**src/verilog/reset_option_pkg.sv**
```systemverilog
// package: constants for the reset option forcing block
package reset_option_pkg;
  // register map
  localparam logic [15:0] OPTION_WORD_ADDR = 16'h7fde;
  localparam logic [15:0] CAN_REG_LOW = 16'h0020;
  localparam logic [15:0] CAN_REG_HIGH = 16'h003d;
  localparam logic [15:0] CTRL_ADDR = 16'h0101;
  localparam logic [15:0] STATUS_ADDR = 16'h0102;
  // option word field positions
  localparam int WAKE_BIT = 7;
  localparam int DIVIDE_BY_TWO_BIT = 6;
  localparam int DIVB_BIT = 5;
  localparam int RDLY_BIT = 4;
  localparam int RUN_WATCHDOG_OPTION_BIT = 3;
  localparam int WAIT_WATCHDOG_OPTION_BIT = 2;
  localparam int PORT_B_PULLDOWN_BIT = 1;
  localparam int PORT_C_PULLDOWN_BIT = 0;
  // control register bits
  localparam int CTRL_BOOT_BIT = 0;
  localparam int CTRL_LATE_BIT = 1;
  // power-on delay lengths in bus cycles
  localparam logic [12:0] LONG_DELAY = 13'h0fe0;
  localparam logic [12:0] SHORT_DELAY = 13'h0010;
  localparam logic [12:0] DELAY_ONE = 13'h0001;
  localparam logic [12:0] DELAY_ZERO = 13'h0000;
  localparam logic [7:0] OPTION_DEFAULT = 8'h00;
  localparam logic [7:0] BYTE_ZERO = 8'h00;
  // divide ratio codes
  typedef enum logic [1:0]
  {
    DIV_TWO = 2'b00,
    DIV_FOUR = 2'b01,
    DIV_EIGHT = 2'b10,
    DIV_TEN = 2'b11
  } div_ratio_t;
  typedef enum logic [1:0]
  {
    ST_RESET = 2'b00,
    ST_DELAY = 2'b01,
    ST_RUN = 2'b10
  } seq_state_t;
endpackage : reset_option_pkg

```
**src/verilog/option_ratio_if.sv**
```systemverilog
// interface: option word and resolved clock choices
`timescale 1ns/1ns
interface option_ratio_if;
  logic [7:0] option_word;
  logic can_enable;
  logic boot_mode;
  logic late_rev;
  logic forcing;
  logic [1:0] ratio;
  logic long_delay;
  modport top (output option_word, output can_enable, output boot_mode, output late_rev, output forcing,
    input ratio, input long_delay);
  modport sel (input option_word, input can_enable, input boot_mode, input late_rev, input forcing,
    output ratio, output long_delay);
endinterface : option_ratio_if

```
**src/verilog/reset_option_forcing.sv**
```systemverilog
// module: top of the reset option forcing and CAN select block
//
// Added by the designer: strobed register access.
`timescale 1ns/1ns
module reset_option_forcing
  import reset_option_pkg::*;
(
  // clock and reset
  input wire logic SYS_CLK_I,
  input wire logic NRST_I,
  // option word programming image
  input wire logic [7:0] OPTION_WORD_I,
  // pins
  input wire logic CAN_ENABLE_PIN_I,
  // register port
  input wire logic [15:0] ADDR_I,
  input wire logic [7:0] WDATA_I,
  input wire logic WR_I,
  input wire logic RD_I,
  output logic [7:0] RDATA_O,
  // clock system and module selects
  output logic [1:0] DIV_RATIO_O,
  output logic LONG_DELAY_O,
  output logic DELAY_DONE_O,
  output logic CAN_SELECT_O,
  output logic CAN_REG_HIT_O,
  output logic WAKE_INT_OPT_O,
  output logic RUN_WATCHDOG_O,
  output logic WAIT_WATCHDOG_O,
  output logic PORT_B_PULLDOWN_O,
  output logic PORT_C_PULLDOWN_O
);
  // ==========================================================
  // pin synchroniser and option image
  logic can_meta;
  logic can_sync;
  logic [7:0] option_word;
  logic option_loaded;
  logic [7:0] next_option_word;
  logic next_option_loaded;

  // option word is nonvolatile: no reset clears it, it is only sampled
  always_comb
  begin
    next_option_word = option_word;
    next_option_loaded = 1'b1;
    if (!option_loaded)
      next_option_word = OPTION_WORD_I;
  end

  // image is static while running, so one flop without synchroniser is enough
  always_ff @(posedge SYS_CLK_I)
  begin
    option_word <= next_option_word;
  end

  // two flops: the pin is not timed to the system clock
  always_ff @(posedge SYS_CLK_I or negedge NRST_I)
  begin
    if (!NRST_I)
    begin
      can_meta <= 1'b0;
      can_sync <= 1'b0;
      option_loaded <= 1'b0;
    end
    else
    begin
      can_meta <= CAN_ENABLE_PIN_I;
      can_sync <= can_meta;
      option_loaded <= next_option_loaded;
    end
  end

  // ==========================================================
  // control register and power-on delay sequencer
  logic [1:0] ctrl;
  logic [1:0] next_ctrl;
  seq_state_t state;
  seq_state_t next_state;
  logic [12:0] count;
  logic [12:0] next_count;
  option_ratio_if link ();

  // run state is decoded for forcing, status and the done output
  function automatic logic in_run(input seq_state_t s);
    in_run = (s == ST_RUN);
  endfunction : in_run

  assign link.option_word = option_word;
  assign link.can_enable = can_sync;
  assign link.boot_mode = ctrl[CTRL_BOOT_BIT];
  assign link.late_rev = ctrl[CTRL_LATE_BIT];
  // forcing holds until the delay has run out
  assign link.forcing = !in_run(state);

  ratio_select u_sel (.sel(link));

  always_comb
  begin
    next_ctrl = ctrl;
    next_state = state;
    next_count = count;
    if (WR_I && ADDR_I == CTRL_ADDR)
      next_ctrl = WDATA_I[1:0];
    case (state)
      ST_RESET:
      begin
        // option image is valid from here on
        next_count = LONG_DELAY - DELAY_ONE;
        next_state = ST_DELAY;
      end
      ST_DELAY:
      begin
        if (count == DELAY_ZERO)
          next_state = ST_RUN;
        else
          next_count = count - DELAY_ONE;
      end
      ST_RUN:
        next_state = ST_RUN;
      default:
        next_state = ST_RESET;
    endcase
  end

  always_ff @(posedge SYS_CLK_I or negedge NRST_I)
  begin
    if (!NRST_I)
    begin
      ctrl <= 2'b00;
      state <= ST_RESET;
      count <= DELAY_ZERO;
    end
    else
    begin
      ctrl <= next_ctrl;
      state <= next_state;
      count <= next_count;
    end
  end

  // ==========================================================
  // address decode and outputs
  function automatic logic can_hit(input logic [15:0] a);
    can_hit = (a >= CAN_REG_LOW) && (a <= CAN_REG_HIGH);
  endfunction : can_hit

  logic [7:0] next_rdata;
  logic next_hit;
  logic [1:0] next_div_ratio;
  logic next_long_delay;
  logic next_done;
  logic next_can_select;
  logic next_wake;
  logic next_run_watchdog;
  logic next_wait_watchdog;
  logic next_pb_pulldown;
  logic next_pc_pulldown;

  always_comb
  begin
    next_rdata = BYTE_ZERO;
    if (!RD_I)
      next_rdata = BYTE_ZERO;
    else if (ADDR_I == OPTION_WORD_ADDR)
      next_rdata = option_word;
    else if (ADDR_I == CTRL_ADDR)
      next_rdata = {6'h00, ctrl};
    else if (ADDR_I == STATUS_ADDR)
      next_rdata = {3'h0, can_sync, link.long_delay, in_run(state), link.ratio};
    // the CAN controller decodes its own reads; only the hit is reported
    next_hit = can_sync && (RD_I || WR_I) && can_hit(ADDR_I);
    // registered copies keep decode glitches away from the clock system
    next_div_ratio = link.ratio;
    next_long_delay = link.long_delay;
    next_done = in_run(state);
    // floating or low pin leaves the controller off
    next_can_select = can_sync;
    next_wake = option_word[WAKE_BIT];
    next_run_watchdog = option_word[RUN_WATCHDOG_OPTION_BIT];
    next_wait_watchdog = option_word[WAIT_WATCHDOG_OPTION_BIT];
    next_pb_pulldown = option_word[PORT_B_PULLDOWN_BIT];
    next_pc_pulldown = option_word[PORT_C_PULLDOWN_BIT];
  end

  always_ff @(posedge SYS_CLK_I or negedge NRST_I)
  begin
    if (!NRST_I)
    begin
      RDATA_O <= BYTE_ZERO;
      DIV_RATIO_O <= DIV_TEN;
      LONG_DELAY_O <= 1'b1;
      DELAY_DONE_O <= 1'b0;
      CAN_SELECT_O <= 1'b0;
      CAN_REG_HIT_O <= 1'b0;
      WAKE_INT_OPT_O <= 1'b0;
      RUN_WATCHDOG_O <= 1'b0;
      WAIT_WATCHDOG_O <= 1'b0;
      PORT_B_PULLDOWN_O <= 1'b0;
      PORT_C_PULLDOWN_O <= 1'b0;
    end
    else
    begin
      RDATA_O <= next_rdata;
      DIV_RATIO_O <= next_div_ratio;
      LONG_DELAY_O <= next_long_delay;
      DELAY_DONE_O <= next_done;
      CAN_SELECT_O <= next_can_select;
      CAN_REG_HIT_O <= next_hit;
      WAKE_INT_OPT_O <= next_wake;
      RUN_WATCHDOG_O <= next_run_watchdog;
      WAIT_WATCHDOG_O <= next_wait_watchdog;
      PORT_B_PULLDOWN_O <= next_pb_pulldown;
      PORT_C_PULLDOWN_O <= next_pc_pulldown;
    end
  end
endmodule : reset_option_forcing

```
**src/verilog/ratio_select.sv**
```systemverilog
// module: picks divide ratio and delay from option word, mode and revision
`timescale 1ns/1ns
module ratio_select
  import reset_option_pkg::*;
(
  option_ratio_if.sel sel
);
  div_ratio_t opt_ratio;

  always_comb
  begin
    if (sel.option_word[DIVIDE_BY_TWO_BIT])
      opt_ratio = DIV_TWO;
    else if (sel.option_word[DIVB_BIT])
      opt_ratio = DIV_EIGHT;
    else
      opt_ratio = DIV_FOUR;
  end

  always_comb
  begin
    sel.ratio = opt_ratio;
    sel.long_delay = ~sel.option_word[RDLY_BIT];
    if (sel.forcing)
    begin
      sel.ratio = DIV_TEN;
      sel.long_delay = 1'b1;
    end
    else if (sel.boot_mode)
    begin
      if (sel.late_rev)
        sel.ratio = DIV_TWO;
      else if (sel.can_enable)
        sel.ratio = DIV_TEN;
      else
        sel.ratio = DIV_TWO;
    end
  end
endmodule : ratio_select

```
**config.mk**
```make
export PLATFORM = sky130hd
export DESIGN_NAME = reset_option_forcing
export DESIGN_NICKNAME = d
export VERILOG_FILES = /design/src/verilog/reset_option_pkg.sv /design/src/verilog/option_ratio_if.sv /design/src/verilog/reset_option_forcing.sv /design/src/verilog/ratio_select.sv
export SDC_FILE = /design/constraint.sdc
export NUM_CORES = 1
export LEC_CHECK = 0
export BUFFER_PORTS_ARGS = -buffer_cell sky130_fd_sc_hd__buf_2
export CAP_MARGIN = 20
export CORE_MARGIN = 1.5
export CORE_UTILIZATION = 47
export DETAILED_ROUTE_END_ITERATION = 10
export PLACE_DENSITY = 0.81
export SLEW_MARGIN = 20
export SYNTH_ARGS = -nofsm -noshare
export SYNTH_HDL_FRONTEND = slang
export SYNTH_SLANG_ARGS = --single-unit
export TNS_END_PERCENT = 50
```
**constraint.sdc**
```tcl
create_clock -name SYS_CLK_I -period 1.75 [get_ports SYS_CLK_I]
set_input_delay 0.175 -clock SYS_CLK_I [delete_from_list [all_inputs] [get_ports SYS_CLK_I]]
set_output_delay 0.175 -clock SYS_CLK_I [all_outputs]
set_load 0.005 [all_outputs]
```
==> results.md, run 1 <==
- CTS sink cnt: 47
- Routed wire length: 4.601 mm
- Cells taking the most area after synthesis: dfrtp_1 43%, edfxtp_1 11%, dfstp_2 3.7%
- Gr usage total: 19.00%
- Largest area contributor in the netlist: dfrtp_1
- VDD IR max: 0.5797 mV
- Initial antenna violation count: 0
- Area grow syn2layout: 35.36%
- Failing checks: setup timing
- Worst EP required: 1970 ps
- # H-tree levels: 2
- TritonCTS clock tree: done
- Fin crit share: 106.6%
- Synth cell types: 49
- Total grt overflow: 0
- Max clock buf depth: 2
- Max-Cap Viols: 0
- Ant diodes: 0
- WS Path Type: register to register
- Area post-placement: 2591 µm²
- Ys async rst share: 82.98%
- Worst hold endpoint: link.option_word[3]
- FF-to-FF End: count[6]
- Via Count: 1750
- Max transition margin: 62.50%
- Wirelength per Cell: 14.99 µm
- DIE WIDTH: 70.10 µm
- CP most frequent cell: or3_1
- Final Non-Filler Cells: 307
- Worst min-delay path category: input port to register
- Avg Inst Size Synth: 12.09 µm²
- Slew at the pin with the worst max-slew slack: 555.4 ps
- Sequential area share after synthesis: 57.66%
- Master of the slowest instance on the critical path: dfrtp_1
- Later-pin clock latency in the skew report: 290 ps
- Reg2reg setup slack: -120 ps
- Core ar.: 4354 µm²
- Via density: 5.700
- Buf+Inv Stages, Crit Path: 1
- DR DRC count: 0
- Setup crit end kind: register
- Pleak: 0.001229 µW
- Synth Cell Area: 2116 µm²
- Initial drt markers: 91
- Primary FF master, synth: dfrtp_1
- IO buf count: 49
- Clk slew on worst S/H paths: 90 ps
- Top delay family on crit path: simple AND/OR/NAND/NOR gates
- Hpwl dp: 3.349 mm
- Final Critical Period: 1865 ps
- Final ANT Viol Nets: 0
- Final WS setup: -115.1 ps
- Placed cells: 294
- CP Max Fanout: 3
- Status: finished, violations left
- Unrepaired setup endpoints after global routing: yes
- First-pass GRT wire length: 7.438 mm
- Starting Density: 48.59%
- Highest Clock Rate: 536.2 MHz
- Drt pass-1 iters: 4
- CTS buffer count: 5
- Crit start category: register
- Cell count after synthesis: 175
- Worst Min Path Start: OPTION_WORD_I[3]
- Die Y: 70.10 µm
- EDFF count, synth: 8
- Largest net degree at the start of global routing: 40
- Site row count: 24
- I/O Pins: 56
- Reg2reg start: count[0]
- Finish-stage setup viols: 3
- Final Max Slew Viols: 0
- Power Dens Cells: 767.9 nW/µm²
- Worst r2r path cells: 6
- Cells along the critical path: inv_2, ha_4, or3b_4, or3_1, or3_1, a31oi_1
- Clk root buf: clkbuf_8
- Seq cells post-synth: 47
- Largest stage delay, worst path: 400 ps
- Final hold violations: 0
- RD Place Congestion: 0.8133
- Vias in the first global route: 1699
- Die area: 4913 µm²
- Synthesis Warnings: 0
- Count leader, synth: dfrtp_1
- WHS Path Cells: 1
- Net count, final: 296
- Cell area after layout: 2864 µm²
- Layout Skew: 3.169 ps
- Syn Nets: 217
- Critical Path AT: 2090 ps
- Commonest cells post-synth: 36 x dfrtp_1, 8 x edfxtp_1
- Synth top area share: 42.58%
- Layout cells sized above 1: 43.92%
[worst max path at each step]
stage,start,to,slack (ps),depth (start not counted)
after floorplan,count[0],count[6],-80,6
after global placement,count[0],count[6],-60,6
after detailed placement,count[0],count[6],-90,6
after CTS,count[0],count[6],-100,6
after global routing,count[0],count[6],-220,6
final,count[0],count[6],-120,6
[cells by family (layout without fill, tap and decap cells)]
| kind of cell | Yosys count | in the layout | synth area share [%] |
|---|---|---|---|
| adder cells (fa/ha/maj) | 5 | 5 | 2.957 |
| flip-flops | 47 | 47 | 57.66 |
| AND/OR/NAND/NOR | 69 | 69 | 22.29 |
| AO/OA/AOI/OAI | 33 | 33 | 9.994 |
| other | 1 | 1 | 0.1772 |
| multiplexers | 8 | 8 | 4.080 |
| XOR/XNOR | 3 | 3 | 1.242 |
| buffers and inverters | 9 | 89 | 1.597 |
[report_power, final]
| group | internal, µW | switching (µW) |
|---|---|---|
| Combinational | 44.8 | 49.8 |
| Clock | 580 | 381 |
| Sequential | 1130 | 9.47 |
| Total | 1760 | 441 |
[state kept, by name, indices dropped and copies added, names as in the netlist]
name               cells
count                 13
RDATA_O                8
link.option_word       8
DIV_RATIO_O            2
ctrl                   2
state                  2
CAN_REG_HIT_O          1
CAN_SELECT_O           1
DELAY_DONE_O           1
LONG_DELAY_O           1
PORT_B_PULLDOWN_O      1
PORT_C_PULLDOWN_O      1
RUN_WATCHDOG_O         1
WAIT_WATCHDOG_O        1
WAKE_INT_OPT_O         1
can_meta               1
can_sync               1
option_loaded          1
[routing by layer]
metal	track usage (%)	wire length, µm
met5	0	0
met4	6.624	112
met1	22.28	1798
met2	34.39	2507
met3	3.896	183
[cell type report]
type / instances / area (µm²)
Clock buffer: 5 / 68.82
Clock inverter: 3 / 71.32
Fill cell: 318 / 1490
Inverter: 5 / 18.77
Multi-Input combinational cell: 119 / 967.2
Sequential cell: 47 / 1220
Tap cell: 52 / 65.06
Timing Repair Buffer: 76 / 452.9
[cell usage in the layout (no fill, tap or decap), drive strengths merged, types with 2 or more instances in the layout]
| cell type | netlist | layout |
|---|---|---|
| nor2 | 3 | 3 |
| nor3b | 3 | 3 |
| dfstp | 3 | 3 |
| mux2 | 5 | 5 |
| or3b | 2 | 2 |
| nand4 | 6 | 6 |
| clkbuf | 4 | 5 |
| a32oi | 2 | 2 |
| or4 | 4 | 4 |
| nor2b | 4 | 4 |
| and4 | 5 | 5 |
| inv | 5 | 6 |
| dlygate4sd3 | 0 | 2 |
| nor4 | 6 | 6 |
| o31ai | 3 | 3 |
| bufinv | 0 | 2 |
| nand2 | 7 | 7 |
| nand3 | 6 | 6 |
| edfxtp | 8 | 8 |
| nand2b | 2 | 2 |
| nor3 | 7 | 7 |
| mux2i | 3 | 3 |
| o21ai | 7 | 7 |
| or3 | 3 | 3 |
| buf | 0 | 74 |
| and3 | 3 | 3 |
| nor4b | 3 | 3 |
| xnor2 | 3 | 3 |
| a21oi | 7 | 7 |
| ha | 5 | 5 |
| dfrtp | 36 | 36 |
| a31oi | 7 | 7 |
[through the flow]
step | total power [µW] | setup TNS [ps] | hold slack (ps) | util [%] | setup slack, ps
6_report | 2199 | -142.3 | 50.13 | 65.78 | -115.1
5_1_grt | 2273 | -488.2 | 31.12 | 65.78 | -220.5
4_1_cts | 2214 | -99.55 | 42.14 | 63.56 | -99.55
3_5_place_dp | 1259 | -155.7 | 251.3 | 59.51 | -87.35
3_3_place_gp | 1254 | -56.69 | 245.3 | 59.51 | -56.69
2_1_floorplan | 1184 | -79.61 | -120.6 | - | -79.61
[worst register-to-register path, cell delays in order (launching register included)]
cell	delay, ps
dfrtp_1	400
inv_2	100
ha_4	140
or3b_4	370
or3_1	320
or3_1	310
a31oi_1	160
[timing repair]
action	CTS	global route
pin swaps	0	4
hold endpoints to repair	37	0
hold buffers	2	0
setup endpoints to repair	4	11
resized for setup	2	15
buffers inserted	1	2
(Power assumes the default switching activity.)
==> run 2, diff against run 1 <==
--- a/config.mk
+++ b/config.mk
@@ -7,10 +7,11 @@
 export LEC_CHECK = 0
 export BUFFER_PORTS_ARGS = -buffer_cell sky130_fd_sc_hd__buf_2
 export CAP_MARGIN = 20
-export CORE_MARGIN = 1.5
-export CORE_UTILIZATION = 47
+export CORE_MARGIN = 2
+export CORE_UTILIZATION = 49
+export CTS_BUF_LIST = sky130_fd_sc_hd__clkbuf_8
 export DETAILED_ROUTE_END_ITERATION = 10
-export PLACE_DENSITY = 0.81
+export PLACE_DENSITY_LB_ADDON = 0.05
 export SLEW_MARGIN = 20
 export SYNTH_ARGS = -nofsm -noshare
 export SYNTH_HDL_FRONTEND = slang
==> run 2 against run 1 <==
  * The run still ends with setup timing left
  * Critical endpoint unchanged
  * Critical path depth did not move
  * Critical path type unchanged
  * Largest power group unchanged
  * Clock power fell by 16%
  * Global-route usage rose by 2.5 points
==> results.md, run 2 (synthesis gave the netlist of run 1 again) <==
- Seq pwr share: 55.7% (+3.7 points)
- Layout Skew: 7.726 ps (+4.558 ps)
- Multi-input logic area: 968.4 µm² (+0.13%)
- Final Critical Period: 1899 ps (+34.00 ps)
- Hpwl dp: 3.692 mm (+10%)
- TritonCTS clock tree: done
- Vias in the first global route: 1830 (+7.7%)
- Largest net degree at the start of global routing: 22 (-45%)
- Logic pwr share: 4.9% (+0.6 points)
- Reg2reg setup slack: -150 ps (-30 ps)
- CTS buffer count: 5 (unchanged)
- CTS sink cnt: 47 (unchanged)
- Via density: 5.772 (+1.3%)
- Biggest register: count
- # H-tree levels: 2 (unchanged)
- Fin crit share: 108.5% (+1.9 points)
- Drt pass-1 iters: 4 (unchanged)
- Highest Clock Rate: 526.6 MHz (-1.8%)
- Worst r2r path cells: 6 (unchanged)
- Worst min-delay path category: input port to register
- Total grt overflow: 0 (unchanged)
- Later-pin clock latency in the skew report: 300 ps (about the same)
- Unrepaired setup endpoints after global routing: yes
- Site row count: 23 (-4.2%)
- Setup crit end kind: register
- Failing checks: setup timing
- Critical Path AT: 2120 ps (+30 ps)
- FF-to-FF End: count[6]
- Slew at the pin with the worst max-slew slack: 493.1 ps (-62.30 ps)
- Via Count: 1772 (+1.3%)
- Max FFs per register: 13 (unchanged)
- Worst hold endpoint: link.option_word[4]
- Max-Cap Viols: 0 (unchanged)
- Final WS setup: -149.0 ps (-34.00 ps)
- VDD IR max: 0.6369 mV (+9.9%)
- WHS Path Cells: 1 (unchanged)
- IO buf count: 49 (unchanged)
- Worst Min Path Start: OPTION_WORD_I[4]
- Power Dens Cells: 713.3 nW/µm² (-7.1%)
- Most frequent cells in the layout: 49 x buf_2, 36 x dfrtp_1, 23 x buf_4, 8 x edfxtp_1, 7 x nor3_1
- Area post-placement: 2616 µm² (+0.97%)
- Finish-stage setup viols: 5 (+2)
- DR DRC count: 0 (unchanged)
- Filler instances: 299 (-6.0%)
- Starting Density: 51.78% (+3.2 points)
- Max transition margin: 66.71% (+4.2 points)
- Status: finished, violations left
- Die Y: 69.71 µm (-0.55%)
- Initial antenna violation count: 0 (unchanged)
- First-pass GRT wire length: 8.280 mm (+11%)
- Worst EP required: 1970 ps (about the same)
- WS Path Type: register to register
- Max clock buf depth: 2 (unchanged)
- Layout cells sized above 1: 43.97% (+0.047 points)
- Final Max Slew Viols: 0 (unchanged)
- Switching part of the total power: 21.43% (+1.4 points)
- Setup TNS: -220.6 ps (-78.29 ps)
- Wirelength per Cell: 16.27 µm (+8.5%)
- Clk pwr share: 39.4% (-4.3 points)
- Core ar.: 4086 µm² (-6.1%)
- Cell area after layout: 2877 µm² (+0.44%)
- Commonest non-fill, non-tap cell in the layout: buf_2
- P_int: 1612 µW (-8.3%)
- RD Place Congestion: 0.8728 (+7.3%)
- Gr usage total: 21.51% (+2.5 points)
- Net count, final: 298 (+0.68%)
- Clk slew on worst S/H paths: 90 ps (about the same)
- CP Max Fanout: 3 (unchanged)
- Switch Pwr: 439.8 µW (-0.18%)
- Register Area: 1220 µm² (unchanged)
- Initial drt markers: 143 (+57%)
- Ant diodes: 0 (unchanged)
- Biggest regs: count: 13 flops, RDATA_O: 8 flops, link.option_word: 8 flops
- Area grow syn2layout: 35.96%
- Crit start category: register
- DIE WIDTH: 69.71 µm (-0.55%)
- Die area: 4859 µm² (-1.1%)
- Routed wire length: 4.994 mm (+8.5%)
- Final hold violations: 0 (unchanged)
- Pleak: 0.001250 µW (+1.7%)
- Reg2reg start: count[1]
- I/O Pins: 56 (unchanged)
- Final ANT Viol Nets: 0 (unchanged)
- Clk root buf: clkbuf_8
## run 2: worst max-delay path by stage
stage	startpoint	end	slack, ps	cells past startpoint
2_1_floorplan	count[0]	count[6]	-80	6
3_3_place_gp	count[0]	count[6]	-40	6
3_5_place_dp	count[1]	count[6]	-110	6
4_1_cts	count[1]	count[6]	-130	6
5_1_grt	count[1]	count[6]	-240	6
6_report	count[1]	count[6]	-150	6
## run 2: metrics by stage
step | power, µW | cells | setup slack [ps] | hold WS (ps) | util (%)
floorplan | 1184 | 175 | -79.61 | -120.6 | -
global placement | 1259 | 294 | -36.86 | 149.0 | 64.02
detailed placement | 1264 | 294 | -113.4 | 160.9 | 64.02
CTS | 2063 | 305 | -130.8 | 34.84 | 68.10
global route | 2129 | 307 | -236.4 | 17.40 | 70.39
finish | 2052 | 307 | -149.0 | 38.96 | 70.39
## run 2: repair_timing
action                                  in CTS  in global routing
cloned                                       0                  0
setup buffers                                1                  2
gates resized for setup                      7                 15
pin swaps                                    2                 10
hold buffers                                 2                  0
hold endpoints to repair                    18                  0
endpoints found under the setup margin       9                 12
## run 2: layout make-up
class / instances / area share (%)
Inverter: 5 / 0.6525
Tap cell: 50 / 2.175
Sequential cell: 47 / 42.41
Timing Repair Buffer: 78 / 17.09
Clock buffer: 5 / 2.392
Clock inverter: 3 / 1.609
Multi-Input combinational cell: 119 / 33.67
## run 2: critical path, cell delays in order, from the launching register on
cell	delay [ps]
dfrtp_1	400
inv_2	100
ha_4	130
or3b_4	370
or3_4	330
or3_1	320
a31oi_1	180
## run 2: power by group through the flow
stage	logic, µW	registers, µW	clock network [µW]
4_1_cts	102	1140	817
6_report	101	1140	808
3_3_place_gp	94.7	1160	0
5_1_grt	112	1150	872
3_5_place_dp	98.8	1170	0
2_1_floorplan	20.1	1160	0
## run 2: layer usage
| metal | global-route usage, % | vias up | wire length (µm) |
|---|---|---|---|
| met3 | 5.814 | 5 | 307 |
| met1 | 27.08 | 866 | 2147 |
| met4 | 6.838 | 0 | 46 |
| met2 | 36.22 | 62 | 2493 |
| li1 | - | 839 | - |
| met5 | 0 | - | 0 |
==> run 3, diff against run 2 <==
--- a/config.mk
+++ b/config.mk
@@ -7,8 +7,10 @@
 export LEC_CHECK = 0
 export BUFFER_PORTS_ARGS = -buffer_cell sky130_fd_sc_hd__buf_2
 export CAP_MARGIN = 20
+export CELL_PAD_IN_SITES_DETAIL_PLACEMENT = 0
+export CELL_PAD_IN_SITES_GLOBAL_PLACEMENT = 1
 export CORE_MARGIN = 2
-export CORE_UTILIZATION = 49
+export CORE_UTILIZATION = 38
 export CTS_BUF_LIST = sky130_fd_sc_hd__clkbuf_8
 export DETAILED_ROUTE_END_ITERATION = 10
 export PLACE_DENSITY_LB_ADDON = 0.05
==> run 3 against run 2 <==
  * The run still ends with setup timing left
  * Largest cell class unchanged
  * Via count down 0.90%
  * Final cell count up 8.1%
  * Critical path type unchanged
  * Sequential share of layout area down 0.67 points
  * Register-to-register slack better by 30 ps
  * Clock skew up 2.3 ps
  * Design area up 1.6%
  * Critical path depth unchanged
  * Global-route usage down 4.3 points
==> results.md, run 3 (synthesis gave the netlist of run 1 again) <==
- Status: finished, violations left
- Failing checks: setup timing
- Reg2reg setup slack: -120 ps (+30 ps)
- Die area: 6180 µm² (+27%)
- Largest stage delay, worst path: 410 ps (about the same)
- Initial antenna violation count: 0 (unchanged)
- First-pass GRT wire length: 8.369 mm (+1.1%)
- CTS sink cnt: 47 (unchanged)
- Site row count: 27 (+17%)
- Pleak: 0.001297 µW (+3.8%)
- Ant diodes: 0 (unchanged)
- Power Dens Cells: 700.2 nW/µm² (-1.8%)
- Final Max Slew Viols: 0 (unchanged)
- Cell area after layout: 2923 µm² (+1.6%)
- Via density: 5.289 (-8.4%)
- Area grow syn2layout: 38.14%
- Drt pass-1 iters: 4 (unchanged)
- CP Max Fanout: 3 (unchanged)
- Commonest non-fill, non-tap cell in the layout: buf_2
- Total grt overflow: 0 (unchanged)
- Biggest regs: count: 13 flops, RDATA_O: 8 flops, link.option_word: 8 flops
- Placed cells: 317 (+7.8%)
- Max FFs per register: 13 (unchanged)
- CTS buffer count: 5 (unchanged)
- Later-pin clock latency in the skew report: 300 ps (about the same)
- Max-Cap Viols: 0 (unchanged)
- Biggest register: count
- FF-to-FF End: count[6]
- Final hold violations: 0 (unchanged)
- # H-tree levels: 2 (unchanged)
- Wirelength per Cell: 14.98 µm (-7.9%)
- Largest net degree at the start of global routing: 40 (+82%)
- Final ANT Viol Nets: 0 (unchanged)
- Final Non-Filler Cells: 332 (+8.1%)
- Gr usage total: 17.24% (-4.3 points)
- DIE WIDTH: 78.62 µm (+13%)
- VDD IR max: 0.4914 mV (-23%)
- Die Y: 78.62 µm (+13%)
- Area post-placement: 2639 µm² (+0.86%)
- Routed wire length: 4.974 mm (-0.40%)
- Setup crit end kind: register
- Unrepaired setup endpoints after global routing: yes
- Finish-stage setup viols: 2 (-3)
- Most frequent cells in the layout: 49 x buf_2, 36 x dfrtp_1, 29 x buf_4, 8 x edfxtp_1
- Layout cells sized above 1: 44.62% (+0.65 points)
- RD Place Congestion: 0.8990 (+3.0%)
- Final WS setup: -115.8 ps (+33.24 ps)
- Master of the slowest instance on the critical path: dfrtp_1
- Fin Hold WS: 49.32 ps (+10.37 ps)
- Critical Path AT: 2090 ps (-30 ps)
- Highest Clock Rate: 536.0 MHz (+1.8%)
- DR DRC count: 0 (unchanged)
- Hpwl dp: 3.683 mm (-0.24%)
- IO buf count: 49 (unchanged)
- Layout Skew: 10.00 ps (+2.276 ps)
- Final Critical Period: 1866 ps (-33.24 ps)
- Max clock buf depth: 2 (unchanged)
- I/O Pins: 56 (unchanged)
- Filler instances: 507 (+70%)
- Critical path launch point: count[0]
- Reg2reg start: count[0]
- Worst r2r path cells: 6 (unchanged)
- Crit start category: register
- Crit path capture: count[6]
- Clk slew on worst S/H paths: 100 ps (about the same)
- Via Count: 1756 (-0.90%)
- DP Worst Slack: -107.4 ps (+6.039 ps)
- WS Path Type: register to register
- Core ar.: 5439 µm² (+33%)
- Fin crit share: 106.6% (-1.9 points)
- Vias in the first global route: 1817 (-0.71%)
- Cells along the critical path: inv_2, ha_4, or3b_4, or3_1, or3_1, a31oi_1
- Net count, final: 301 (+1.0%)
- TritonCTS clock tree: done
- Initial drt markers: 73 (-49%)
- Worst EP required: 1980 ps (about the same)
- Worst min-delay path category: input port to register
- CP most frequent cell: or3_1
- Clk root buf: clkbuf_8
- Starting Density: 38.90% (-13 points)
[run 3: worst min path at each step]
stage,depth (start not counted),slack (ps),end,start
5_1_grt,1,30,link.option_word[2],OPTION_WORD_I[2]
3_3_place_gp,2,250,count[12],NRST_I
6_report,1,50,link.option_word[4],OPTION_WORD_I[4]
4_1_cts,1,40,link.option_word[6],OPTION_WORD_I[6]
3_5_place_dp,2,260,count[12],NRST_I
2_1_floorplan,0,-120,CAN_REG_HIT_O,NRST_I
[run 3: stage by stage]
step           power (µW)  TNS, ps  utilization (%)
4_1_cts              2078   -126.3            51.58
2_1_floorplan        1184   -79.61                -
6_report             2047   -140.7            53.74
3_5_place_dp         1260   -263.2            48.52
3_3_place_gp         1256   -195.1            48.52
5_1_grt              2137   -764.7            53.74
[run 3: area by class of cell]
cell class | count | area, µm² | share of cell area, %
sequential | 47 | 1220 | 41.74
multi-input combinational | 119 | 984.7 | 33.69
inverter | 5 | 18.77 | 0.6421
clock inverter | 3 | 46.29 | 1.584
clock buffer | 5 | 68.82 | 2.354
timing repair buffer | 81 | 494.2 | 16.91
tap | 72 | 90.09 | 3.082
[run 3: critical path, delay by kind of cell, from the launching register on]
| kind | cells | cell delay (ps) |
|---|---|---|
| AND/OR/NAND/NOR | 3 | 1000 |
| flip-flops | 1 | 410 |
| AO/OA/AOI/OAI | 1 | 160 |
| adder cells (fa/ha/maj) | 1 | 140 |
| buffers and inverters | 1 | 100 |
[run 3: per-layer routing]
layer  wire, µm  GRT usage [%]
met4         48          5.263
met3        174          3.908
met5          0              0
met2       2758          31.20
met1       1992          20.21
[run 3: what timing repair did]
item | 4_1_cts | 5_1_grt
hold endpoints to repair | 37 | 0
resized for setup | 5 | 15
endpoints found under the setup margin | 9 | 12
buffers inserted | 1 | 4
hold buffers | 2 | 0
pin swaps | 2 | 8
[run 3: report_power, final]
group / internal [µW] / switching (µW) / total [µW]
Clock: 430 / 378 / 808
Combinational: 44.8 / 49.9 / 94.7
Sequential: 1130 / 9.92 / 1140
Total: 1610 / 437 / 2050
